## src/rtl/ccd_pkg.sv

```systemverilog
// Package: register map, field layout and config carrier for the dividers
package ccd_pkg;
  localparam int CCD_NSTG = 7;
  localparam int CCD_NREG = 19;
  localparam int CCD_AW = 12;
  // Register indexes; byte address is four times the index
  localparam logic [9:0] CCD_IDX_DIV0_COUNTS = 10'h190;
  localparam logic [9:0] CCD_IDX_DIV0_PHASE = 10'h191;
  localparam logic [9:0] CCD_IDX_DIV0_CTRL = 10'h192;
  localparam logic [9:0] CCD_IDX_DIV1_COUNTS = 10'h193;
  localparam logic [9:0] CCD_IDX_DIV1_PHASE = 10'h194;
  localparam logic [9:0] CCD_IDX_DIV1_CTRL = 10'h195;
  localparam logic [9:0] CCD_IDX_DIV2_COUNTS = 10'h196;
  localparam logic [9:0] CCD_IDX_DIV2_PHASE = 10'h197;
  localparam logic [9:0] CCD_IDX_DIV2_CTRL = 10'h198;
  localparam logic [9:0] CCD_IDX_DIV3_S1_COUNTS = 10'h199;
  localparam logic [9:0] CCD_IDX_DIV3_S2_COUNTS = 10'h19b;
  localparam logic [9:0] CCD_IDX_DIV3_BYPASS = 10'h19c;
  localparam logic [9:0] CCD_IDX_DIV3_DUTY = 10'h19d;
  localparam logic [9:0] CCD_IDX_DIV4_S1_COUNTS = 10'h19e;
  localparam logic [9:0] CCD_IDX_DIV4_S2_COUNTS = 10'h1a0;
  localparam logic [9:0] CCD_IDX_DIV4_BYPASS = 10'h1a1;
  localparam logic [9:0] CCD_IDX_DIV4_DUTY = 10'h1a2;
  localparam logic [9:0] CCD_IDX_BOUT_EN = 10'h1a3;
  localparam logic [9:0] CCD_IDX_STATUS = 10'h1a4;
  // Field positions
  localparam int CCD_LO_MSB = 7;
  localparam int CCD_LO_LSB = 4;
  localparam int CCD_HI_MSB = 3;
  localparam int CCD_HI_LSB = 0;
  localparam int CCD_BEGIN_HIGH_BIT = 4;
  localparam int CCD_BYPASS_BIT = 7;
  localparam int CCD_DUTY_OFF_BIT = 0;
  localparam int CCD_DIRECT_BIT = 1;
  localparam int CCD_S1_BYPASS_BIT = 4;
  localparam int CCD_S2_BYPASS_BIT = 5;
  localparam logic [7:0] CCD_REG_RESET = 8'h00;
  localparam logic [5:0] CCD_PHASE_WRAP = 6'h10;
  localparam logic [5:0] CCD_PHASE_MAX_SHORT = 6'h0f;

  typedef struct packed {
    logic [3:0] hi;
    logic [3:0] lo;
    logic byp;
    logic duty_fix_off;
    logic begin_high;
    logic [3:0] coarse_delay;
  } ccd_stage_cfg_t;
endpackage

```

## src/rtl/ccd_top.sv

```systemverilog
// Channel clock dividers with duty fix and coarse phase, APB registers
//
// How it works
// - Duty fix is on after reset; duty_fix_off turns it off per channel.
// - Without bypass or fix, high lasts hi+1 of hi+lo+2 input cycles.
// - Prescaled bypass duty follows the prescaler, with or without fix.
// - Prescaled bypass with fix passes the prescaler's own duty.
// - Odd division with lo = hi+1 and fix stretches high by the input's high time.
// - Bypass passes input; odd fixed division gives (N+1+X)/(2N+3).
// - Direct routing sends the raw input straight to the output.
// - Coarse delay postpones the first rising edge by whole cycles.
// - Phase = 16*begin_high+coarse_delay; >=16 adds lo+1 minus 16.
// - Dividers 0-2 use count and phase registers at fixed indexes.
// - Each count field holds the cycle count minus one.
// - Dividers 3 and 4 are two cascaded stages, product up to 1024.
// - Cascade bypass selects division 1, stage one, stage two, or the product.
// - Cascade counts, stage bypass and duty_fix_off at fixed indexes.
// - One duty_fix_off bit controls both stages of a cascade.
// - Single-ended B outputs stay off after reset until enabled.
// - Without the odd fix, divider drives high hi+1 cycles, then low lo+1 cycles.
// - Bypassed divider passes input and its counter stays idle.
//
// Register access over APB was left to the implementer.
`timescale 1ns/1ns
module ccd_top
  import ccd_pkg::*;
(
  input wire logic clk,
  input wire logic rstn,
  input wire logic psel,
  input wire logic penable,
  input wire logic pwrite,
  input wire logic [CCD_AW-1:0] paddr,
  input wire logic [31:0] pwdata,
  output logic [31:0] prdata,
  output logic pready,
  output logic pslverr,
  input wire logic dist_in,
  input wire logic sync_req_n,
  output logic [2:0] ch_out,
  output logic [1:0] cmos_a,
  output logic [1:0] cmos_b
);

  // Register slot for a byte address, or CCD_NREG when unmapped or misaligned
  function automatic logic [4:0] slot_of(input logic [CCD_AW-1:0] a);
    logic [4:0] s;
    s = 5'(CCD_NREG);
    if (a[1:0] == 2'b00)
    begin
      case (a[CCD_AW-1:2])
        CCD_IDX_DIV0_COUNTS: s = 5'd0;
        CCD_IDX_DIV0_PHASE: s = 5'd1;
        CCD_IDX_DIV0_CTRL: s = 5'd2;
        CCD_IDX_DIV1_COUNTS: s = 5'd3;
        CCD_IDX_DIV1_PHASE: s = 5'd4;
        CCD_IDX_DIV1_CTRL: s = 5'd5;
        CCD_IDX_DIV2_COUNTS: s = 5'd6;
        CCD_IDX_DIV2_PHASE: s = 5'd7;
        CCD_IDX_DIV2_CTRL: s = 5'd8;
        CCD_IDX_DIV3_S1_COUNTS: s = 5'd9;
        CCD_IDX_DIV3_S2_COUNTS: s = 5'd10;
        CCD_IDX_DIV3_BYPASS: s = 5'd11;
        CCD_IDX_DIV3_DUTY: s = 5'd12;
        CCD_IDX_DIV4_S1_COUNTS: s = 5'd13;
        CCD_IDX_DIV4_S2_COUNTS: s = 5'd14;
        CCD_IDX_DIV4_BYPASS: s = 5'd15;
        CCD_IDX_DIV4_DUTY: s = 5'd16;
        CCD_IDX_BOUT_EN: s = 5'd17;
        CCD_IDX_STATUS: s = 5'd18;
        default: s = 5'(CCD_NREG);
      endcase
    end
    return s;
  endfunction

  // Input cycles from sync to the first rising edge
  function automatic logic [5:0] phase_dly(input ccd_stage_cfg_t c);
    logic [5:0] phi;
    phi = {1'b0, c.begin_high, c.coarse_delay};
    if (phi <= CCD_PHASE_MAX_SHORT)
      return phi;
    else
      return phi - CCD_PHASE_WRAP + {2'b00, c.lo} + 6'd1;
  endfunction

  logic [7:0] regs_r [CCD_NREG-1];
  logic pready_r;
  logic pslverr_r;
  logic [31:0] prdata_r;
  logic [4:0] slot;
  logic wr_fire;
  logic [2:0] direct;
  logic [6:0] status_v;

  assign slot = slot_of(paddr);
  // Writes land only at the edge where the master sees pready high
  assign wr_fire = psel & penable & pready_r & pwrite;

  always_ff @(posedge clk or negedge rstn)
  begin
    if (!rstn)
    begin
      pready_r <= 1'b0;
      pslverr_r <= 1'b0;
      prdata_r <= 32'h0000_0000;
    end
    else
    begin
      pready_r <= psel & penable & ~pready_r;
      pslverr_r <= psel & penable & ~pready_r &
                   ((slot == 5'(CCD_NREG)) | (pwrite & (slot == 5'd18)));
      if (psel & penable & ~pready_r & ~pwrite)
      begin
        if (slot < 5'(CCD_NREG - 1))
          prdata_r <= {24'h00_0000, regs_r[slot]};
        else if (slot == 5'd18)
          prdata_r <= {25'h000_0000, status_v};
        else
          prdata_r <= 32'h0000_0000;
      end
    end
  end

  // All fields start at zero, so duty fix is on and B outputs are off
  always_ff @(posedge clk or negedge rstn)
  begin
    if (!rstn)
    begin
      for (int i = 0; i < CCD_NREG - 1; i++)
        regs_r[i] <= CCD_REG_RESET;
    end
    else if (wr_fire && slot < 5'(CCD_NREG - 1))
      regs_r[slot] <= pwdata[7:0];
  end

  // Pin synchronisers; the first flop feeds only the second
  logic [1:0] din_q;
  logic [1:0] sync_q;
  logic in_s;
  logic sync_prev_r;
  logic sync_pend_r;
  logic sync_p;

  always_ff @(posedge clk or negedge rstn)
  begin
    if (!rstn)
    begin
      din_q <= 2'b00;
      sync_q <= 2'b11;
      sync_prev_r <= 1'b1;
      sync_pend_r <= 1'b1;
    end
    else
    begin
      din_q <= {din_q[0], dist_in};
      sync_q <= {sync_q[0], sync_req_n};
      sync_prev_r <= sync_q[1];
      sync_pend_r <= 1'b0;
    end
  end

  assign in_s = din_q[1];
  // Power-up sync right after reset, then every falling edge of the pin
  assign sync_p = sync_pend_r | (sync_prev_r & ~sync_q[1]);

  ccd_stage_cfg_t cfg [CCD_NSTG];
  logic stg_in [CCD_NSTG];
  logic stg_so [CCD_NSTG];
  logic out_r [CCD_NSTG];
  logic ext_r [CCD_NSTG];
  logic arm_r [CCD_NSTG];
  logic prev_r [CCD_NSTG];
  logic [4:0] cnt_r [CCD_NSTG];
  logic [5:0] dly_r [CCD_NSTG];

  // Stages 0-2 single dividers; 3/4 are divider 3, 5/6 divider 4
  for (genvar k = 0; k < 3; k++)
  begin : g_single
    assign cfg[k] = '{
      hi: regs_r[3*k][CCD_HI_MSB:CCD_HI_LSB],
      lo: regs_r[3*k][CCD_LO_MSB:CCD_LO_LSB],
      byp: regs_r[3*k+1][CCD_BYPASS_BIT],
      duty_fix_off: regs_r[3*k+2][CCD_DUTY_OFF_BIT],
      begin_high: regs_r[3*k+1][CCD_BEGIN_HIGH_BIT],
      coarse_delay: regs_r[3*k+1][3:0]};
    assign stg_in[k] = in_s;
  end

  // Cascades carry no phase offset here; only the sync restart applies
  for (genvar c = 0; c < 2; c++)
  begin : g_casc
    localparam int B = 9 + 4 * c;
    localparam int S = 3 + 2 * c;
    assign cfg[S] = '{
      hi: regs_r[B][CCD_HI_MSB:CCD_HI_LSB],
      lo: regs_r[B][CCD_LO_MSB:CCD_LO_LSB],
      byp: regs_r[B+2][CCD_S1_BYPASS_BIT],
      duty_fix_off: regs_r[B+3][CCD_DUTY_OFF_BIT],
      begin_high: 1'b0,
      coarse_delay: 4'h0};
    assign cfg[S+1] = '{
      hi: regs_r[B+1][CCD_HI_MSB:CCD_HI_LSB],
      lo: regs_r[B+1][CCD_LO_MSB:CCD_LO_LSB],
      byp: regs_r[B+2][CCD_S2_BYPASS_BIT],
      duty_fix_off: regs_r[B+3][CCD_DUTY_OFF_BIT],
      begin_high: 1'b0,
      coarse_delay: 4'h0};
    assign stg_in[S] = in_s;
    assign stg_in[S+1] = stg_so[S];
  end

  for (genvar s = 0; s < CCD_NSTG; s++)
  begin : g_stage
    logic rise;
    logic fall;
    logic fix_odd;
    assign rise = stg_in[s] & ~prev_r[s];
    assign fall = ~stg_in[s] & prev_r[s];
    assign fix_odd = ~cfg[s].duty_fix_off &
                     ({1'b0, cfg[s].lo} == {1'b0, cfg[s].hi} + 5'd1);
    // Bypass hands the input on untouched
    assign stg_so[s] = cfg[s].byp ? stg_in[s]
                                  : out_r[s];

    always_ff @(posedge clk or negedge rstn)
    begin
      if (!rstn)
        prev_r[s] <= 1'b0;
      else
        prev_r[s] <= stg_in[s];
    end

    always_ff @(posedge clk or negedge rstn)
    begin
      if (!rstn)
      begin
        out_r[s] <= 1'b0;
        ext_r[s] <= 1'b0;
        arm_r[s] <= 1'b1;
        cnt_r[s] <= 5'd0;
        dly_r[s] <= 6'd0;
      end
      else if (cfg[s].byp)
      begin
        // Counter held idle, standing in for the powered-down circuit
        out_r[s] <= 1'b0;
        ext_r[s] <= 1'b0;
        arm_r[s] <= 1'b1;
        cnt_r[s] <= 5'd0;
        dly_r[s] <= 6'd0;
      end
      else if (sync_p)
      begin
        out_r[s] <= 1'b0;
        ext_r[s] <= 1'b0;
        arm_r[s] <= 1'b1;
        cnt_r[s] <= 5'd0;
        dly_r[s] <= phase_dly(cfg[s]);
      end
      else if (rise)
      begin
        if (dly_r[s] != 6'd0)
          dly_r[s] <= dly_r[s] - 6'd1;
        else if (arm_r[s])
        begin
          out_r[s] <= 1'b1;
          arm_r[s] <= 1'b0;
          cnt_r[s] <= 5'd0;
        end
        else if (out_r[s] && !ext_r[s])
        begin
          if (cnt_r[s] == {1'b0, cfg[s].hi})
          begin
            cnt_r[s] <= 5'd0;
            // Odd fixed division stays high to the next falling input edge
            if (fix_odd)
              ext_r[s] <= 1'b1;
            else
              out_r[s] <= 1'b0;
          end
          else
            cnt_r[s] <= cnt_r[s] + 5'd1;
        end
        else if (cnt_r[s] == {1'b0, cfg[s].lo})
        begin
          out_r[s] <= 1'b1;
          cnt_r[s] <= 5'd0;
        end
        else
          cnt_r[s] <= cnt_r[s] + 5'd1;
      end
      else if (fall && ext_r[s])
      begin
        out_r[s] <= 1'b0;
        ext_r[s] <= 1'b0;
      end
    end
  end

  assign direct = {regs_r[8][CCD_DIRECT_BIT], regs_r[5][CCD_DIRECT_BIT],
                   regs_r[2][CCD_DIRECT_BIT]};
  assign status_v = {cmos_b, cmos_a[1], cmos_a[0], ch_out};

  // Outputs are registered; pad drivers see one clean flop each
  always_ff @(posedge clk or negedge rstn)
  begin
    if (!rstn)
    begin
      ch_out <= 3'b000;
      cmos_a <= 2'b00;
      cmos_b <= 2'b00;
    end
    else
    begin
      for (int k = 0; k < 3; k++)
        ch_out[k] <= direct[k] ? in_s : stg_so[k];
      // With stage one bypassed the product collapses to stage two alone
      cmos_a[0] <= stg_so[4];
      cmos_a[1] <= stg_so[6];
      cmos_b[0] <= stg_so[4] & regs_r[17][0];
      cmos_b[1] <= stg_so[6] & regs_r[17][1];
    end
  end

  assign prdata = prdata_r;
  assign pready = pready_r;
  assign pslverr = pslverr_r;

  a_dfix_gate: assert property (@(posedge clk) disable iff (!rstn)
    $rose(ext_r[0]) |-> $past(!cfg[0].duty_fix_off))
    else $error("duty fix stretch with fix disabled");

  a_casc_dfix: assert property (@(posedge clk) disable iff (!rstn)
    $rose(ext_r[4]) |-> $past(!regs_r[12][CCD_DUTY_OFF_BIT]))
    else $error("cascade stretch with fix disabled");

  a_high_end: assert property (@(posedge clk) disable iff (!rstn)
    (!cfg[0].byp && !sync_p && g_stage[0].rise && dly_r[0] == 6'd0 &&
     !arm_r[0] && out_r[0] && !ext_r[0] && !g_stage[0].fix_odd &&
     cnt_r[0] == {1'b0, cfg[0].hi}) |=> !out_r[0])
    else $error("high phase did not end after hi+1 cycles");

  a_ext_fall: assert property (@(posedge clk) disable iff (!rstn)
    (ext_r[0] && g_stage[0].fall && !cfg[0].byp && !sync_p)
    |=> !out_r[0] && !ext_r[0])
    else $error("stretched high did not end at falling input");

  a_delay_low: assert property (@(posedge clk) disable iff (!rstn)
    (dly_r[0] != 6'd0) |-> !out_r[0])
    else $error("output rose before coarse delay expired");

  a_sync_phase: assert property (@(posedge clk) disable iff (!rstn)
    (sync_p && !cfg[0].byp && cfg[0].begin_high)
    |=> dly_r[0] == {2'b00, $past(cfg[0].coarse_delay)} +
        {2'b00, $past(cfg[0].lo)} + 6'd1)
     else $error("begin_high delay wrong");

  a_bypass_path: assert property (@(posedge clk) disable iff (!rstn)
    (cfg[1].byp && !direct[1]) ##1 cfg[1].byp |-> cnt_r[1] == 5'd0 &&
    ch_out[1] == $past(in_s))
    else $error("bypassed divider not passing input");

  a_direct_out: assert property (@(posedge clk) disable iff (!rstn)
    direct[2] |=> ch_out[2] == $past(in_s))
    else $error("direct route does not follow input");

  a_bout_off: assert property (@(posedge clk) disable iff (!rstn)
    !regs_r[17][1] |=> !cmos_b[1])
    else $error("B output active while disabled");

  a_sync_restart: assert property (@(posedge clk) disable iff (!rstn)
    (sync_p && !cfg[3].byp) |=> cnt_r[3] == 5'd0 && !out_r[3] && arm_r[3])
    else $error("sync did not restart counter");

endmodule

```

## config.mk

```make
export PLATFORM = sky130hd
export DESIGN_NAME = ccd_top
export DESIGN_NICKNAME = d
export VERILOG_FILES = /design/src/rtl/ccd_pkg.sv /design/src/rtl/ccd_top.sv
export SDC_FILE = /design/constraint.sdc
export NUM_CORES = 1
export LEC_CHECK = 0
export ABC_CLOCK_PERIOD_IN_PS = 2600
export BUFFER_PORTS_ARGS = -buffer_cell sky130_fd_sc_hd__buf_2
export CORE_MARGIN = 1
export CORE_UTILIZATION = 50
export DETAILED_ROUTE_END_ITERATION = 10
export PLACE_DENSITY = 0.76
export SLEW_MARGIN = 20
export SYNTH_ARGS = -nofsm -noshare
export SYNTH_HDL_FRONTEND = slang
export SYNTH_SLANG_ARGS = --single-unit
```

## constraint.sdc

```tcl
create_clock -name clk -period 2.6 [get_ports clk]
set_input_delay 0.78 -clock clk [delete_from_list [all_inputs] [get_ports clk]]
set_output_delay 0.78 -clock clk [all_outputs]
set_load 0.05 [all_outputs]
```

After elaboration in Yosys (flattened, before gate mapping)
Cells that the tools add are included.
{"block": "word_totals", "regBits": 292, "latchBits": 0, "mem_bits_rw": 0, "rom_bits": 0, "in_bits": 51, "out_inout_bits": 41, "elab_cells": 588, "memories": 0}
{"block": "op_classes", "n_addsub": 30, "mul": 0, "div_mod_pow": 0, "n_lt_le_gt_ge": 6, "n_eq_ne": 105, "shifts": 0, "muxes": 261, "n_bitwise": 40, "reduce_logical": 80}
{"operator": "$mux 5", "count": 57}
{"operator": "$eq 10x9->1 const B", "count": 19}
{"operator": "$mux 6", "count": 31}
{"operator": "$mux 1", "count": 164}
{"operator": "$bwmux 144", "count": 1}
{"operator": "$pmux 5 s19", "count": 1}
{"operator": "$ne 4x3->1 const B", "count": 21}
{"operator": "$eq 5x4->1", "count": 14}
{"operator": "$ne 4x4->1 const B", "count": 14}
{"operator": "$ne 6x4->1 const B", "count": 7}
{"operator": "$ne 6x5->1 const B", "count": 7}
{"operator": "$ne 6x6->1 const B", "count": 7}
{"operator": "$reduce_and 6->1", "count": 7}
{"operator": "$reduce_bool 3->1", "count": 14}
{"operator": "$reduce_bool 6->1", "count": 7}
{"operator": "$sub 6x1->6 const B", "count": 7}
{"operator": "$bmux 8 s5", "count": 1}
{"operator": "$demux 8 s5", "count": 1}
{"operator": "$add 4x1->5 const B", "count": 7}
{"operator": "$add 5x1->5 const B", "count": 7}
{"operator": "$eq 4x5->1", "count": 7}
{"operator": "$reduce_and 5->1", "count": 7}
{"operator": "$mux 32", "count": 1}
{"operator": "$reduce_and 2->1", "count": 14}
{"operator": "other kinds (19)", "count": 99}

Depth between registers and ports, before layout
{"block": "depth", "depth_word": 11, "ltp_mapped": 11, "mapped_depth_nobuf": 11}

Worst setup path after synthesis
OpenSTA, ideal clock, no wires.
{"block": "synth_path", "path_kind": "input-to-reg", "from": "input paddr[7]", "to": "register prdata_r[3] (netlist: prdata[3])", "t_arrival_ns": 3.069, "t_required_ns": 2.461, "path_slack_ns": -0.608, "path_stages": 10, "n_path_buf": 3, "path_cell_list": "clkbuf_1 nand3b_1 a211o_1 a21oi_1 buf_2 buf_2 mux2i_1 o22ai_1 a2111oi_0 a21oi_1"}
{"block": "synth_between", "elab_chain_len": 8, "word_cells_on_any_way": 29}
{"item": "from (decl)", "line_no": "ccd_top.sv:33", "text": "input wire logic [CCD_AW-1:0] paddr,"}
{"item": "$eq 10x9->1", "line_no": "ccd_top.sv:51", "text": "case (a[CCD_AW-1:2])"}
{"item": "$pmux 5 s19 (*)", "line_no": "ccd_top.sv:51"}
{"item": "$mux 5 (*)", "line_no": "ccd_top.sv:49", "text": "if (a[1:0] == 2'b00)"}
{"item": "$not 5->6 (not written as such)", "line_no": "ccd_top.sv:116", "text": "prdata_r <= {24'h00_0000, regs_r[slot]};"}
{"item": "$bmux 8 s5", "line_no": "ccd_top.sv:116"}
{"item": "$mux 8 (not written as such) (2 in a row)", "line_no": "ccd_top.sv:116"}
{"item": "$mux 32 (*)", "line_no": "ccd_top.sv:115", "text": "if (slot < 5'(CCD_NREG - 1))"}
{"item": "to (signal assigned)", "line_no": "ccd_top.sv:116"}
{"item": "to (signal assigned)", "line_no": "ccd_top.sv:118", "text": "prdata_r <= {25'h000_0000, status_v};"}
{"item": "to (decl)", "line_no": "ccd_top.sv:90", "text": "logic [31:0] prdata_r;"}
Every way passes the cells marked *; elsewhere a longest branch is shown, timed or not. The select of a mux whose other input is x is not followed.
A chain may end at the register's enable or synchronous reset.

Worst setup path after layout
{"block": "layout_path", "from": "input paddr[5]", "to": "register prdata_r[1] (netlist: prdata[1])"}
Same word-level chain as after synthesis.

==> flow_summary.ini <==
[status]
outcome = complete, but fails checks
violations = negative setup slack

[yosys]
synth-edff-count = 0
syn_area_mm2 = 0.0154
yosysWarnings = 0
ys_ff_latch = 268
synthCells = 1512
synth_commonest_cells = 257 x dfrtp_1, 116 x mux2_2, 116 x nor2_1
synthArstFlopShare = 1.00
synth.area.top_cells = dfrtp_1 42%, mux2_2 8.5%, xnor2_1 5.5%
synth.distinct_cells = 82
yosysTopAreaCell = dfrtp_1
synth.avg_cell_area_um2 = 10.2
yosysMostFrequentCell = dfrtp_1
ys_seq_area_frac = 0.436
yosys_most_used_dff = dfrtp_1
yosysTopAreaCellShare = 0.418

[power]
vdd_ir_drop_max_mv = 0.685
p_int_w = 0.00720
pwr-share-comb = 0.079
swShare = 0.244
p_leak_nw = 8.55
power_switching_w = 0.00232
power.total_w = 0.00952
clkPwrFrac = 0.472
pwr-share-seq = 0.448
cellPowerDensity_mw_per_mm2 = 507

[clock_tree]
clock_sink_count = 268
ctsHoldBuffers = 0
clk_latency_ps = 560
cts_root_buf = clkbuf_16
cts_buffers = 29
htreeDepth = 1
clkTransAtPathRegs_ps = 70
tritoncts = built
clockBufferDepth = 3

[run]
drv_cap = 0

[sta]
fmax_mhz = 375
fin_crit_sh = 1.02
relSlewSlack = 0.466
setup_viol = 15
rsz0062_at_grt = true
setup_slack_ps = -64.3
drv_slew = 0
tightest_slew_ps = 790
fin_skew_ps = 20.4
hold_viol = 0
finalCriticalPeriod_ps = 2660

[global_routing]
first_global_vias = 12678
grtUsageTotal = 0.284
grt.overflow.total = 0
grt_max_degree = 54
met2_usage = 0.472
grt_first_pass_wirelength_mm = 69.2
grt-busiest-layer = met2
grt_util_met1 = 0.372
antenna_found_initial = 0
grtUsageMet3 = 0.0416

[final_layout]
nFillCells = 2372
multi_input_area_mm2 = 0.00873
drive_gt1_frac = 0.288
final_cell_area_mm2 = 0.0188
register_area_mm2 = 0.00672
antenna_cells = 0
nets = 1768
syn2layout_area_growth_pct = 21.9
fin_util = 0.627

[setup_path]
arrival_ps = 3090
startpoint = paddr[5]
critPathCaptureType = flop
crit-reg2reg-launch = sync_q[1]$_DFF_PN1_
startpoint_type = input port
critPathMaxFanout = 12
crit_required_ps = 3020
crit_type = input port to flop

[floorplanning]
die_y_um = 178
core-area_mm2 = 0.0300
dieArea_mm2 = 0.0315
start_util = 0.514
fp.dieW_um = 178
rows = 63
pin_count = 92

[route]
drc = 0
drt_iter0_drc = 894
avgRoutedWirePerCell_um = 21.1
routed_wirelength_mm = 44.0
vias = 12583
drtPass1Iterations = 5
viasPerCell = 6.03
antenna_left = 0

[place]
place_area_mm2 = 0.0173
numPortBuffers = 43
gp_congestion = 0.996
hpwl_mm = 31.4

[hold_path]
hold_class = input port to async pin
metrics by stage:
step           hold WS, ps  setup TNS [ps]  std cells  setup slack (ps)
2_1_floorplan          331          -49690       1536              -461
3_3_place_gp           341          -86510       2026              -657
3_5_place_dp           354          -91050       2026              -698
4_1_cts                184           -3450       2080              -125
5_1_grt                189           -4180       2086              -134
6_report               163            -419       2086             -64.3
critical path, stage by stage:
cell      delay (ps)
buf_2            140
buf_4            200
nor4b_2          350
a32oi_2          120
and2_2           240
and2_1           190
buf_4            170
a22oi_1          270
o22ai_1          180
a221oi_1         280
a41oi_1          160
registers in the layout, summed over array words and instances, names as in the netlist:
register and flops:
arm_r 7, cfg 83, ch_out 3, cmos_a 2
cmos_b 2, cnt_r 35, din_q 2, direct 3
dly_r 42, ext_r 7, out_r 7, prdata 8
pready 1, prev_r 3, pslverr 1, regs_r 58
sync_pend_r 1, sync_prev_r 1, sync_q 2
layout make-up:
class	count	area share
Inverter	45	0.00900
Multi-Input combinational cell	1133	0.465
Tap cell	390	0.0260
Clock buffer	37	0.0424
Sequential cell	268	0.358
Clock inverter	15	0.0126
Timing Repair Buffer	198	0.0869
final timing paths:
| path | end | slack, ps | depth (start not counted) |
|---|---|---|---|
| min | ext_r[0]$_DFFE_PN0P_ | 160 | 1 |
| max reg2reg | cnt_r[19]$_DFFE_PN0P_ | 180 | 9 |
| max | prdata[1]$_DFFE_PN0P_ | -60 | 11 |
| max in group asynchronous | arm_r[4]$_DFFE_PN1P_ | 1690 | 2 |
| min in group clk | sync_q[0]$_DFF_PN1_ | 330 | 1 |
| min reg2reg | sync_q[1]$_DFF_PN1_ | 360 | 0 |
power groups by stage:
stage               combinational [W]  clock (W)  sequential, W
floorplan                    0.000389          0        0.00436
global placement             0.000712          0        0.00434
detailed placement           0.000727          0        0.00434
CTS                          0.000740    0.00453        0.00426
global route                 0.000819    0.00471        0.00427
finish                       0.000756    0.00450        0.00427
cell families after synthesis:
logic type	Yosys count	share of synthesized area
buf+inv	135	0.0399
compound gates	299	0.130
simple gates	446	0.148
flops	268	0.436
fa+ha+maj	42	0.0356
xor+xnor	138	0.0785
mux	183	0.131
other cells	1	0.000243
routing by layer:
| metal | up-vias | wire, µm |
|---|---|---|
| li1 | 5728 | - |
| met1 | 6317 | 18600 |
| met2 | 420 | 21100 |
| met3 | 118 | 2520 |
| met4 | 0 | 1810 |
| met5 | - | 0 |
cell usage in the layout (no fill, tap or decap), drive strengths merged, types with 12 or more instances in the layout:
cell,instances
nand2b,32
a31oi,13
xor2,41
nand3,52
o22ai,12
dfrtp,257
clkbuf,37
nor2,118
mux2i,34
a22oi,12
a22o,12
nand2,93
buf,198
ha,39
a211oi,23
mux2,149
a21oi,57
nor3,47
nand3b,12
inv,45
o21ai,84
conb,25
xnor2,97
nor2b,19
timing repair:
item                       in CTS  in global routing
pin swaps                      10                 13
setup endpoints to repair     127                141
gates cloned                    0                  0
setup buffers                   2                  6
gates resized for setup        38                 47
hold endpoints to repair        0                  0
Note: power is estimated with default switching activity, not from simulation.
